==> config.mk <==
export PLATFORM = sky130hd
export DESIGN_NAME = cib_bus_unit
export DESIGN_NICKNAME = d
export VERILOG_FILES = /design/src/cib_pkg.sv /design/src/cib_bus_unit.sv
export SDC_FILE = /design/constraint.sdc
export NUM_CORES = 1
export LEC_CHECK = 0
export BUFFER_PORTS_ARGS = -buffer_cell sky130_fd_sc_hd__buf_2
export CAP_MARGIN = 20
export CORE_MARGIN = 1.5
export CORE_UTILIZATION = 35
export CTS_CLUSTER_DIAMETER = 200
export DETAILED_ROUTE_END_ITERATION = 10
export GPL_TIMING_DRIVEN = 1
export PLACE_DENSITY = 0.64
export SYNTH_ARGS = -nofsm -noshare
export SYNTH_HDL_FRONTEND = slang
export SYNTH_SLANG_ARGS = --single-unit
==> constraint.sdc <==
create_clock -name mclk -period 10.1 [get_ports mclk]
set_input_delay 0.505 -clock mclk [delete_from_list [all_inputs] [get_ports mclk]]
set_output_delay 0.505 -clock mclk [all_outputs]
set_load 0.01 [all_outputs]
==> src/cib_pkg.sv <==
// package and bit-modify logic for the cpu internal bus access unit
// Functional notes
// - bus timing counts states; one bus cycle lasts two or three states.
// - every on-chip rom or ram access finishes in exactly two states.
// - rom and ram use a 16-bit path, byte or word per cycle.
// - peripheral path is 8 bits, one byte per transfer.
// - peripheral access takes two or three states, chosen by the peripheral.
// - word write to io region stores upper byte, drops lower byte.
// - word read from io region returns byte in upper half; lower undefined.
// - writes to unpopulated space store nothing; data is dropped.
// - reads from unpopulated space return an unpredictable value.
// - rom/ram byte or word in 2 states; io from ff90 byte-only, 2 or 3.
// - bit ops read a byte, change one bit, write byte back same address.
// - cpu is always in exactly one of reset, execute, halt, exception.
// - active modes run on system clock; subactive runs on subclock.
// - halt state has sleep, standby, watch and subsleep sub-modes.
// - interrupt entry uses stack pointer register, pushes pc and flags.
`timescale 1ns/100ps
package cib_pkg;
  typedef enum logic [1:0] {
    CIB_REG_MEM  = 2'b00,
    CIB_REG_IO   = 2'b01,
    CIB_REG_NONE = 2'b10
  } cib_region_type;

  typedef enum logic [1:0] {
    CIB_CST_RESET = 2'b00,
    CIB_CST_EXEC  = 2'b01,
    CIB_CST_HALT  = 2'b10,
    CIB_CST_EXC   = 2'b11
  } cib_cpu_state_type;

  typedef enum logic [1:0] {
    CIB_HLT_SLEEP    = 2'b00,
    CIB_HLT_STANDBY  = 2'b01,
    CIB_HLT_WATCH    = 2'b10,
    CIB_HLT_SUBSLEEP = 2'b11
  } cib_halt_type;

  typedef enum logic [1:0] {
    CIB_EXM_HIGH = 2'b00,
    CIB_EXM_MED  = 2'b01,
    CIB_EXM_SUB  = 2'b10
  } cib_exec_type;

  typedef enum logic [2:0] {
    CIB_BOP_NONE  = 3'b000,
    CIB_BOP_SET   = 3'b001,
    CIB_BOP_CLR   = 3'b010,
    CIB_BOP_INV   = 3'b011,
    CIB_BOP_ST    = 3'b100,
    CIB_BOP_ST_IN = 3'b101
  } cib_bitop_type;

  typedef struct packed {
    logic [15:0]   addr;
    logic [15:0]   wdata;
    logic          word;
    logic          write;
    cib_bitop_type bitop;
    logic [2:0]    bitnum;
    logic          carry;
  } cib_req_type;

  localparam logic [15:0] CIB_ROM_FIRST  = 16'h0000;
  localparam logic [15:0] CIB_RAM_FIRST  = 16'hF780;
  localparam logic [15:0] CIB_RAM_LAST   = 16'hFF7F;
  localparam logic [15:0] CIB_IO_FIRST   = 16'hFF90;
  localparam logic [1:0]  CIB_ST_SHORT   = 2'h2;
  localparam logic [1:0]  CIB_ST_LONG    = 2'h3;
  localparam logic [15:0] CIB_PUSH_PC    = 16'h0002;
  localparam logic [15:0] CIB_PUSH_FLAGS = 16'h0004;
  localparam logic [1:0]  CIB_PUSH_CNT   = 2'h2;
  localparam logic [7:0]  CIB_DIV_RST    = 8'h00;
  localparam logic [15:0] CIB_DATA_RST   = 16'h0000;

  // reserved gaps between rom, ram and io select nothing
  function automatic cib_region_type cib_decode(input logic [15:0] a,
                                                input logic [15:0] rom_last);
    if (a <= rom_last)
      return CIB_REG_MEM;
    else if (a >= CIB_RAM_FIRST && a <= CIB_RAM_LAST)
      return CIB_REG_MEM;
    else if (a >= CIB_IO_FIRST)
      return CIB_REG_IO;
    else
      return CIB_REG_NONE;
  endfunction
endpackage

module cib_bit_modify (
  input  cib_pkg::cib_bitop_type op,
  input  wire logic [2:0]        bitnum,
  input  wire logic              carry,
  input  wire logic [7:0]        rd_byte,
  output logic [7:0]             wr_byte
);
  import cib_pkg::*;
  logic [7:0] mask;
  assign mask = 8'h01 << bitnum;
  // only the chosen bit moves, all others go back as read
  always_comb begin
    unique case (op)
      CIB_BOP_SET:   wr_byte = rd_byte | mask;
      CIB_BOP_CLR:   wr_byte = rd_byte & ~mask;
      CIB_BOP_INV:   wr_byte = rd_byte ^ mask;
      CIB_BOP_ST:    wr_byte = carry ? (rd_byte | mask) : (rd_byte & ~mask);
      CIB_BOP_ST_IN: wr_byte = carry ? (rd_byte & ~mask) : (rd_byte | mask);
      default:       wr_byte = rd_byte;
    endcase
  end
endmodule

==> src/cib_bus_unit.sv <==
// cpu internal bus access unit: state timing, decode, rmw, cpu states
`timescale 1ns/100ps
module cib_bus_unit #(
  parameter logic [15:0] ROM_LAST   = 16'hEDFF,
  parameter int unsigned HIGH_DIV   = 1,
  parameter int unsigned MED_DIV    = 8,
  parameter int unsigned SUB_DIV    = 64,
  parameter logic [15:0] UNPOP_DATA = 16'hFFFF,
  parameter logic [7:0]  IO_LOW_UND = 8'hFF
) (
  input  wire logic                 mclk,
  input  wire logic                 rst,
  input  cib_pkg::cib_exec_type     exec_mode,
  input  cib_pkg::cib_halt_type     halt_mode_sel,
  input  wire logic                 sleep_req,
  input  wire logic                 irq_req,
  output logic                      irq_ack,
  input  wire logic [15:0]          pc_value,
  input  wire logic [7:0]           condition_flags_register,
  input  wire logic [15:0]          stack_pointer_gpr,
  output logic                      sp_update_valid,
  output logic [15:0]               sp_update,
  input  wire logic                 req_valid,
  output logic                      req_ready,
  input  cib_pkg::cib_req_type      req,
  output logic                      rsp_valid,
  output logic [15:0]               rsp_data,
  output cib_pkg::cib_cpu_state_type cpu_state,
  output cib_pkg::cib_halt_type     halt_mode,
  output logic                      state_en,
  output logic                      mem_sel,
  output logic                      mem_we,
  output logic [1:0]                mem_be,
  output logic [15:0]               mem_addr,
  output logic [15:0]               mem_wdata,
  input  wire logic [15:0]          mem_rdata,
  output logic                      per_sel,
  output logic                      per_we,
  output logic [15:0]               per_addr,
  output logic [7:0]                per_wdata,
  input  wire logic [7:0]           per_rdata,
  input  wire logic                 per_three
);
  import cib_pkg::*;

  typedef enum logic [1:0] {
    CIB_BUS_IDLE = 2'b00,
    CIB_BUS_T1   = 2'b01,
    CIB_BUS_T2   = 2'b10,
    CIB_BUS_T3   = 2'b11
  } cib_bus_type;

  cib_bus_type       bus_q;
  cib_cpu_state_type cst_q;
  cib_halt_type      halt_q;
  cib_req_type       acc_q;
  cib_region_type    reg_q;
  logic              int_q;
  logic              three_q;
  logic              exc_irq_q;
  logic [1:0]        push_q;
  logic [15:0]       sp_q;
  logic [15:0]       pc_q;
  logic [7:0]        ccr_q;
  logic [7:0]        div_q;
  logic [7:0]        lim;
  logic              stopped;
  logic              use_sub;
  logic              busy;
  logic              start_ext;
  logic              start_int;
  logic              done;
  logic              rmw_turn;
  logic [7:0]        rd_byte;
  logic [7:0]        mod_byte;
  logic [15:0]       rd_word;
  logic [1:0]        st_cnt_q;
  logic              rsp_valid_q;
  logic [15:0]       rsp_data_q;
  logic              irq_ack_q;
  logic [15:0]       sp_upd_q;

  //////////////////////////////////////////////////////////////////////////
  // state clock: one mclk enable per cpu state
  always_comb begin
    use_sub = (cst_q == CIB_CST_HALT) ? (halt_q == CIB_HLT_SUBSLEEP)
                                      : (exec_mode == CIB_EXM_SUB);
    // standby and watch stop the cpu state clock entirely
    stopped = (cst_q == CIB_CST_HALT) &&
              (halt_q == CIB_HLT_STANDBY || halt_q == CIB_HLT_WATCH);
    if (use_sub)
      lim = 8'(SUB_DIV - 1);
    else if (exec_mode == CIB_EXM_MED)
      lim = 8'(MED_DIV - 1);
    else
      lim = 8'(HIGH_DIV - 1);
  end

  always_ff @(posedge mclk) begin
    if (rst || stopped || div_q >= lim)
      div_q <= CIB_DIV_RST;
    else
      div_q <= div_q + 8'h01;
  end

  assign state_en = !stopped && (div_q >= lim);

  //////////////////////////////////////////////////////////////////////////
  // bus cycle sequencing
  assign busy      = (bus_q != CIB_BUS_IDLE);
  // no new request is taken while a cycle is still running
  assign req_ready = !busy && (cst_q == CIB_CST_EXEC) && state_en &&
                     !irq_req && !sleep_req;
  assign start_ext = req_valid && req_ready;
  assign start_int = !busy && state_en && (cst_q == CIB_CST_EXC) &&
                     exc_irq_q && (push_q < CIB_PUSH_CNT);
  assign done      = state_en && ((bus_q == CIB_BUS_T2 && !three_q) ||
                                  bus_q == CIB_BUS_T3);
  assign rmw_turn  = done && (acc_q.bitop != CIB_BOP_NONE) && !acc_q.write;

  always_ff @(posedge mclk) begin
    if (rst)
      bus_q <= CIB_BUS_IDLE;
    else begin
      unique case (bus_q)
        CIB_BUS_IDLE: begin
          if (start_ext || start_int)
            bus_q <= CIB_BUS_T1;
        end
        CIB_BUS_T1: begin
          if (state_en)
            bus_q <= CIB_BUS_T2;
        end
        CIB_BUS_T2: begin
          if (state_en)
            bus_q <= three_q ? CIB_BUS_T3 :
                     (rmw_turn ? CIB_BUS_T1 : CIB_BUS_IDLE);
        end
        CIB_BUS_T3: begin
          if (state_en)
            bus_q <= rmw_turn ? CIB_BUS_T1 : CIB_BUS_IDLE;
        end
      endcase
    end
  end

  // the peripheral decides its length during the first state
  always_ff @(posedge mclk) begin
    if (rst)
      three_q <= 1'b0;
    else if (bus_q == CIB_BUS_T1 && state_en)
      three_q <= (reg_q == CIB_REG_IO) && per_three;
    else if (bus_q == CIB_BUS_IDLE)
      three_q <= 1'b0;
  end

  // latched access; the rmw write reuses the read address
  always_ff @(posedge mclk) begin
    if (rst) begin
      acc_q <= '0;
      reg_q <= CIB_REG_NONE;
      int_q <= 1'b0;
    end else if (start_ext) begin
      acc_q <= req;
      reg_q <= cib_decode(req.addr, ROM_LAST);
      int_q <= 1'b0;
      if (req.bitop != CIB_BOP_NONE) begin
        acc_q.write <= 1'b0;
        acc_q.word  <= 1'b0;
      end
    end else if (start_int) begin
      acc_q.word  <= 1'b1;
      acc_q.write <= 1'b1;
      acc_q.bitop <= CIB_BOP_NONE;
      int_q       <= 1'b1;
      // pc goes below the stack pointer first, then the flags
      if (push_q == 2'h0) begin
        acc_q.addr  <= sp_q - CIB_PUSH_PC;
        acc_q.wdata <= pc_q;
        reg_q       <= cib_decode(sp_q - CIB_PUSH_PC, ROM_LAST);
      end else begin
        acc_q.addr  <= sp_q - CIB_PUSH_FLAGS;
        acc_q.wdata <= {ccr_q, ccr_q};
        reg_q       <= cib_decode(sp_q - CIB_PUSH_FLAGS, ROM_LAST);
      end
    end else if (rmw_turn) begin
      acc_q.write <= 1'b1;
      acc_q.wdata <= {8'h00, mod_byte};
    end
  end

  //////////////////////////////////////////////////////////////////////////
  // target ports
  // reserved addresses assert no select, so writes vanish
  assign mem_sel   = busy && (reg_q == CIB_REG_MEM);
  assign per_sel   = busy && (reg_q == CIB_REG_IO);
  assign mem_we    = mem_sel && acc_q.write;
  assign per_we    = per_sel && acc_q.write;
  assign mem_addr  = acc_q.addr;
  assign per_addr  = acc_q.addr;
  // even address is the upper lane of the 16-bit path
  assign mem_be    = acc_q.word ? 2'h3 : (acc_q.addr[0] ? 2'h1 : 2'h2);
  assign mem_wdata = acc_q.word ? acc_q.wdata
                                : {acc_q.wdata[7:0], acc_q.wdata[7:0]};
  // a word write to io keeps only its upper byte
  assign per_wdata = acc_q.word ? acc_q.wdata[15:8] : acc_q.wdata[7:0];

  always_comb begin
    rd_byte = acc_q.addr[0] ? mem_rdata[7:0] : mem_rdata[15:8];
    if (reg_q == CIB_REG_IO)
      rd_byte = per_rdata;
    unique case (reg_q)
      CIB_REG_MEM:
        rd_word = acc_q.word ? mem_rdata : {8'h00, rd_byte};
      CIB_REG_IO:
        // lower half of an io word read carries no data
        rd_word = acc_q.word ? {per_rdata, IO_LOW_UND} : {8'h00, per_rdata};
      default:
        rd_word = UNPOP_DATA;
    endcase
  end

  cib_bit_modify u_bitmod (
    .op      (acc_q.bitop),
    .bitnum  (acc_q.bitnum),
    .carry   (acc_q.carry),
    .rd_byte (rd_byte),
    .wr_byte (mod_byte)
  );

  // answer once per request; an rmw answers after its write half
  always_ff @(posedge mclk) begin
    if (rst) begin
      rsp_valid_q <= 1'b0;
      rsp_data_q  <= CIB_DATA_RST;
    end else begin
      rsp_valid_q <= done && !int_q && !rmw_turn;
      if (done && !acc_q.write)
        rsp_data_q <= rd_word;
    end
  end

  assign rsp_valid = rsp_valid_q;
  assign rsp_data  = rsp_data_q;

  //////////////////////////////////////////////////////////////////////////
  // cpu operating states
  always_ff @(posedge mclk) begin
    if (rst) begin
      cst_q     <= CIB_CST_RESET;
      halt_q    <= CIB_HLT_SLEEP;
      exc_irq_q <= 1'b0;
    end else begin
      unique case (cst_q)
        CIB_CST_RESET: begin
          cst_q     <= CIB_CST_EXC;
          exc_irq_q <= 1'b0;
        end
        CIB_CST_EXEC: begin
          if (!busy && irq_req) begin
            cst_q     <= CIB_CST_EXC;
            exc_irq_q <= 1'b1;
          end else if (!busy && sleep_req) begin
            cst_q  <= CIB_CST_HALT;
            halt_q <= halt_mode_sel;
          end
        end
        CIB_CST_HALT: begin
          if (irq_req) begin
            cst_q     <= CIB_CST_EXC;
            exc_irq_q <= 1'b1;
          end
        end
        CIB_CST_EXC: begin
          if (!exc_irq_q && state_en)
            cst_q <= CIB_CST_EXEC;
          else if (exc_irq_q && !busy && push_q == CIB_PUSH_CNT)
            cst_q <= CIB_CST_EXEC;
        end
      endcase
    end
  end

  // snapshot pc, flags and stack pointer on the way into exception
  always_ff @(posedge mclk) begin
    if (rst) begin
      sp_q  <= CIB_DATA_RST;
      pc_q  <= CIB_DATA_RST;
      ccr_q <= 8'h00;
    end else if (cst_q != CIB_CST_EXC) begin
      sp_q  <= stack_pointer_gpr;
      pc_q  <= pc_value;
      ccr_q <= condition_flags_register;
    end
  end

  always_ff @(posedge mclk) begin
    if (rst || cst_q != CIB_CST_EXC)
      push_q <= 2'h0;
    else if (start_int)
      push_q <= push_q + 2'h1;
  end

  always_ff @(posedge mclk) begin
    if (rst) begin
      irq_ack_q <= 1'b0;
      sp_upd_q  <= CIB_DATA_RST;
    end else begin
      irq_ack_q <= (cst_q == CIB_CST_EXC) && exc_irq_q && !busy &&
                   (push_q == CIB_PUSH_CNT);
      if (cst_q == CIB_CST_EXC && push_q == CIB_PUSH_CNT)
        sp_upd_q <= sp_q - CIB_PUSH_FLAGS;
    end
  end

  assign irq_ack         = irq_ack_q;
  assign sp_update_valid = irq_ack_q;
  assign sp_update       = sp_upd_q;
  assign cpu_state       = cst_q;
  assign halt_mode       = halt_q;

  //////////////////////////////////////////////////////////////////////////
  // checks; st_cnt_q counts the states of the running cycle
  always_ff @(posedge mclk) begin
    if (rst)
      st_cnt_q <= 2'h0;
    else if (start_ext || start_int || rmw_turn)
      st_cnt_q <= 2'h1;
    else if (busy && state_en && !done)
      st_cnt_q <= st_cnt_q + 2'h1;
  end
endmodule

==> results.md <==
- Final RePlAce weighted congestion: 0.8887
- Clock-pin slew reported for the worst setup and hold paths after clock tree synthesis: 0.06 ns
- Startpoint types: register
- Sum of overflow across all layers after global routing: 0
- R2R Path Start: cpu_state[0]
- Peak fanout along the critical path: 14
- CTS hold repair buffers: 0
- Synthesized cell area: 0.008404 sq mm
- Total number of vias: 7894
- Distinct cell type count of the synthesized netlist: 70
- Fin area: around 0.0099 sq mm
- Number of buffers created by CTS: 17
- Synth area leader: dfxtp_1
- Share of layout cells above drive strength 1: 24.56%
- Critical-path cell with the highest stage delay: a2111oi_0
- Min-delay src: stack_pointer_gpr[0]
- Vias in the first global route: a little over 7k
- Root buffer cell: clkbuf_16
- Count of buffers inserted at the top-level ports: 217
- Highest Clock Rate: 228.0 MHz
- Routed via count divided by cell count: 5.245
- Wire length of the first global-routing pass: 39.80 mm
- Top flip-flop cell by instance count after synthesis: dfxtp_1
- Worst setup path category: register to output port
- Number of endpoints failing setup at the final stage: 0
- Actual slew at the worst max-slew pin: 1.046 ns
- Post-detailed-route count of antenna-violating nets: 0
- Compound-gate portion of the synthesized area: 18.61%
- Proportion of synthesized chip area in sequential cells: 32.40%
- Commonest cells post-synth: nor2_1 (155), dfxtp_1 (136), nand2_1 (77), mux2i_1 (70), clkbuf_1 (59)
- Post-Synthesis Mean Instance Area: roughly 8.0 sq um
- Warnings from Yosys: 0
- Number of clock sinks seen by CTS: 136
- # nets final: 1320
- Multiplexer area fraction after synthesis: 11.02%
- Antenna violations before repair: 1
- Flop2flop setup slack: 6.00 ns
- Status: finished, final reports clean
- Clock tree from TritonCTS: yes
- Most frequent cell after synthesis: nor2_1
- Setup TNS Final: 0 ns
- Setup crit start: cpu_state[0]
- Area inside the core boundary: 0.02354 sq mm
- Resized cells post-CTS: 0
- Arithmetic-cell share of the synthesized area counting full adders, half adders and majority gates: 4.913%
- Global-route total usage across every layer: 20.49%
- Worst endpoint required time: 9.60 ns
- Worst-case headroom to the max-slew limit: 30.24%
- Unrepaired setup endpoints after global routing: false
- Crit path buf inv count: 3
- Largest net degree at the start of global routing: 64
- Time the final worst path needs with I/O delays and setup: 4.385 ns
- Number of buffers inserted to repair setup after CTS: 0
- Critical-path cell list: inv_1 -> ha_1 -> a22oi_1 -> ha_1 -> a21o_1 -> a2111oi_0 -> a21oi_1 -> a21oi_2 -> inv_1 -> and3_1 -> buf_2
- Number of top-level pins: 218
- Total leakage power: 4.235 nW
- Period utilization: 43.42%
- Count of maximum capacitance violations: 0
- Flip-flop and latch count after synthesis: 136
- Post-Route WL: between 20 and 30 mm
- Share of synthesized flip-flops with an asynchronous set or reset: 0%
- Final setup skew: 0.01039 ns
- H-tree depth: 4
- Average wire per standard cell: about 17 microns
- Worst EP arrival: 3.88 ns
- Synth area leaders: dfxtp_1 (32%), mux2i_1 (8.3%), nor2_1 (6.9%)
- PD cells: 153.8 mW/mm^2
- CTS max path bufs: 2
- Post-synth net total: ~1.2k
- Initial standard-cell utilization of the core: between 30% and 40%
- Layout-stage area growth over the synthesis result: 17.66%
- Worst hold-check path type: primary input to register
- Share of Yosys cell area claimed by the top area cell type: 32.40%
- Post-Synthesis Cells: 1054
- Number of rows in the core area: between 50 and 60
- Clock insertion delay at the later pin of the skew report: 0.42 ns
- Main combinational cell family by area after synthesis: simple AND/OR/NAND/NOR gates
- Area share of and/or/nand/nor cells after synthesis: between 10% and 20%
- Category of cells accounting for the largest share of critical-path delay: compound AO/OA/AOI/OAI gates
- DRC violations left: 0
- Crit. End Element: output port
- XOR/XNOR share of the synthesized area: 4.169%
- Count of TritonRoute iterations in the first routing pass: 7
- DIE AREA: 0.02495 sq mm
- Die width: ~160 microns
- Critical path's largest stage delay: 0.53 ns
- Number of hold violations in the final report: 0
- Die span in y: between 150 and 200 microns
- Initial detailed-routing violation count: between 600 and 700
- Post-detailed-placement cell area: 0.009288 sq mm
- VDD IR-drop max: 0.00009456 V
- Max-slew violation count: 0
- Hpwl dp: 19.20 mm
- Number of synthesized flops with an enable pin: 0
==> stage by stage <==
| stage | utilization (%) | cells | hold slack, ns | setup slack, ns | power, W |
|---|---|---|---|---|---|
| 2_1_floorplan | - | 1054 | 0.3990 | 6.646 | 0.0008110 |
| 3_3_place_gp | 39.45 | 1471 | 0.4467 | 6.218 | 0.0008942 |
| 3_5_place_dp | 39.45 | 1471 | 0.4482 | 6.066 | 0.0008984 |
| 4_1_cts | 41.96 | 1503 | 0.2996 | 5.728 | 0.001532 |
| 5_1_grt | 41.99 | 1504 | 0.3112 | 5.368 | 0.001591 |
| 6_report | 42.00 | 1505 | 0.3111 | 5.715 | 0.001521 |
==> logic make-up (layout without fill, tap and decap cells) <==
logic type / after synthesis / after routing
other cells: 1 / 2
buf+inv: 157 / 288
mux: 90 / 90
flops: 136 / 136
xor+xnor: 40 / 40
fa+ha+maj: 33 / 33
compound gates: 240 / 240
simple gates: 357 / 357
==> registers in the layout, summed over array words and instances (netlist names), 8 cells and up <==
name,count
mem_addr,16
rsp_data,16
acc_q,25
sp_update,16
pc_q,16
div_q,8
sp_q,16
ccr_q,8
==> path summary, 6_finish.rpt <==
kind / depth (start not counted) / endpoint
worst max register to register: 12 / mem_addr[3]
worst min register to register: 2 / sp_update[1]
worst min-delay path: 3 / sp_q[0]
worst max-delay path: 11 / req_ready
==> worst register-to-register path: cells and delay by family (launching register included) <==
family / cells / cell delay (ns)
simple gates: 2 / 0.69
compound gates: 6 / 1.88
flops: 1 / 0.43
fa+ha+maj: 2 / 0.60
buf+inv: 2 / 0.41
==> routing by layer <==
layer | routed length, microns | global-route usage [%]
met5 | 0 | 0
met1 | 11780 | 27.83
met3 | 1563 | 3.394
met4 | 502 | 6.231
met2 | 11920 | 33.17
==> cells in the final DEF, fill, tap and decap left out, types with 5 or more instances in the layout <==
| cell | count |
|---|---|
| and3_1 | 9 |
| xor2_1 | 22 |
| mux2i_1 | 70 |
| o21ai_0 | 41 |
| a22oi_1 | 18 |
| nor2b_1 | 5 |
| a21oi_1 | 52 |
| nand2_1 | 77 |
| dfxtp_1 | 136 |
| a21o_1 | 5 |
| nand2b_1 | 12 |
| mux2_2 | 20 |
| ha_1 | 32 |
| nor3b_1 | 6 |
| nand3_1 | 24 |
| o211ai_1 | 5 |
| xnor2_1 | 18 |
| o22ai_1 | 18 |
| nor3_1 | 30 |
| a311oi_1 | 7 |
| o31ai_1 | 12 |
| nor2_1 | 154 |
| inv_1 | 30 |
| a211oi_1 | 33 |
| buf_2 | 216 |
| nor4_1 | 6 |
| buf_4 | 9 |
| clkbuf_16 | 17 |
| and2_1 | 5 |
| a31oi_1 | 17 |
==> cell type report <==
type	count	area (sq um)
diodes	1	2.502
clock buffers	19	442.9
clock inverters	13	147.6
fillers	2451	13650
inverters	31	116.4
multi-input cells	761	4908
flip-flops and latches	136	2723
well taps	319	399.1
repair buffers	225	1149
==> power by group <==
group          leakage (nW)  switching [W]  internal (W)
combinational          2.85       0.000168      0.000119
clock                 0.276       0.000259      0.000373
sequential             1.11      0.0000373      0.000565
Power figures use the tool's default switching activity.
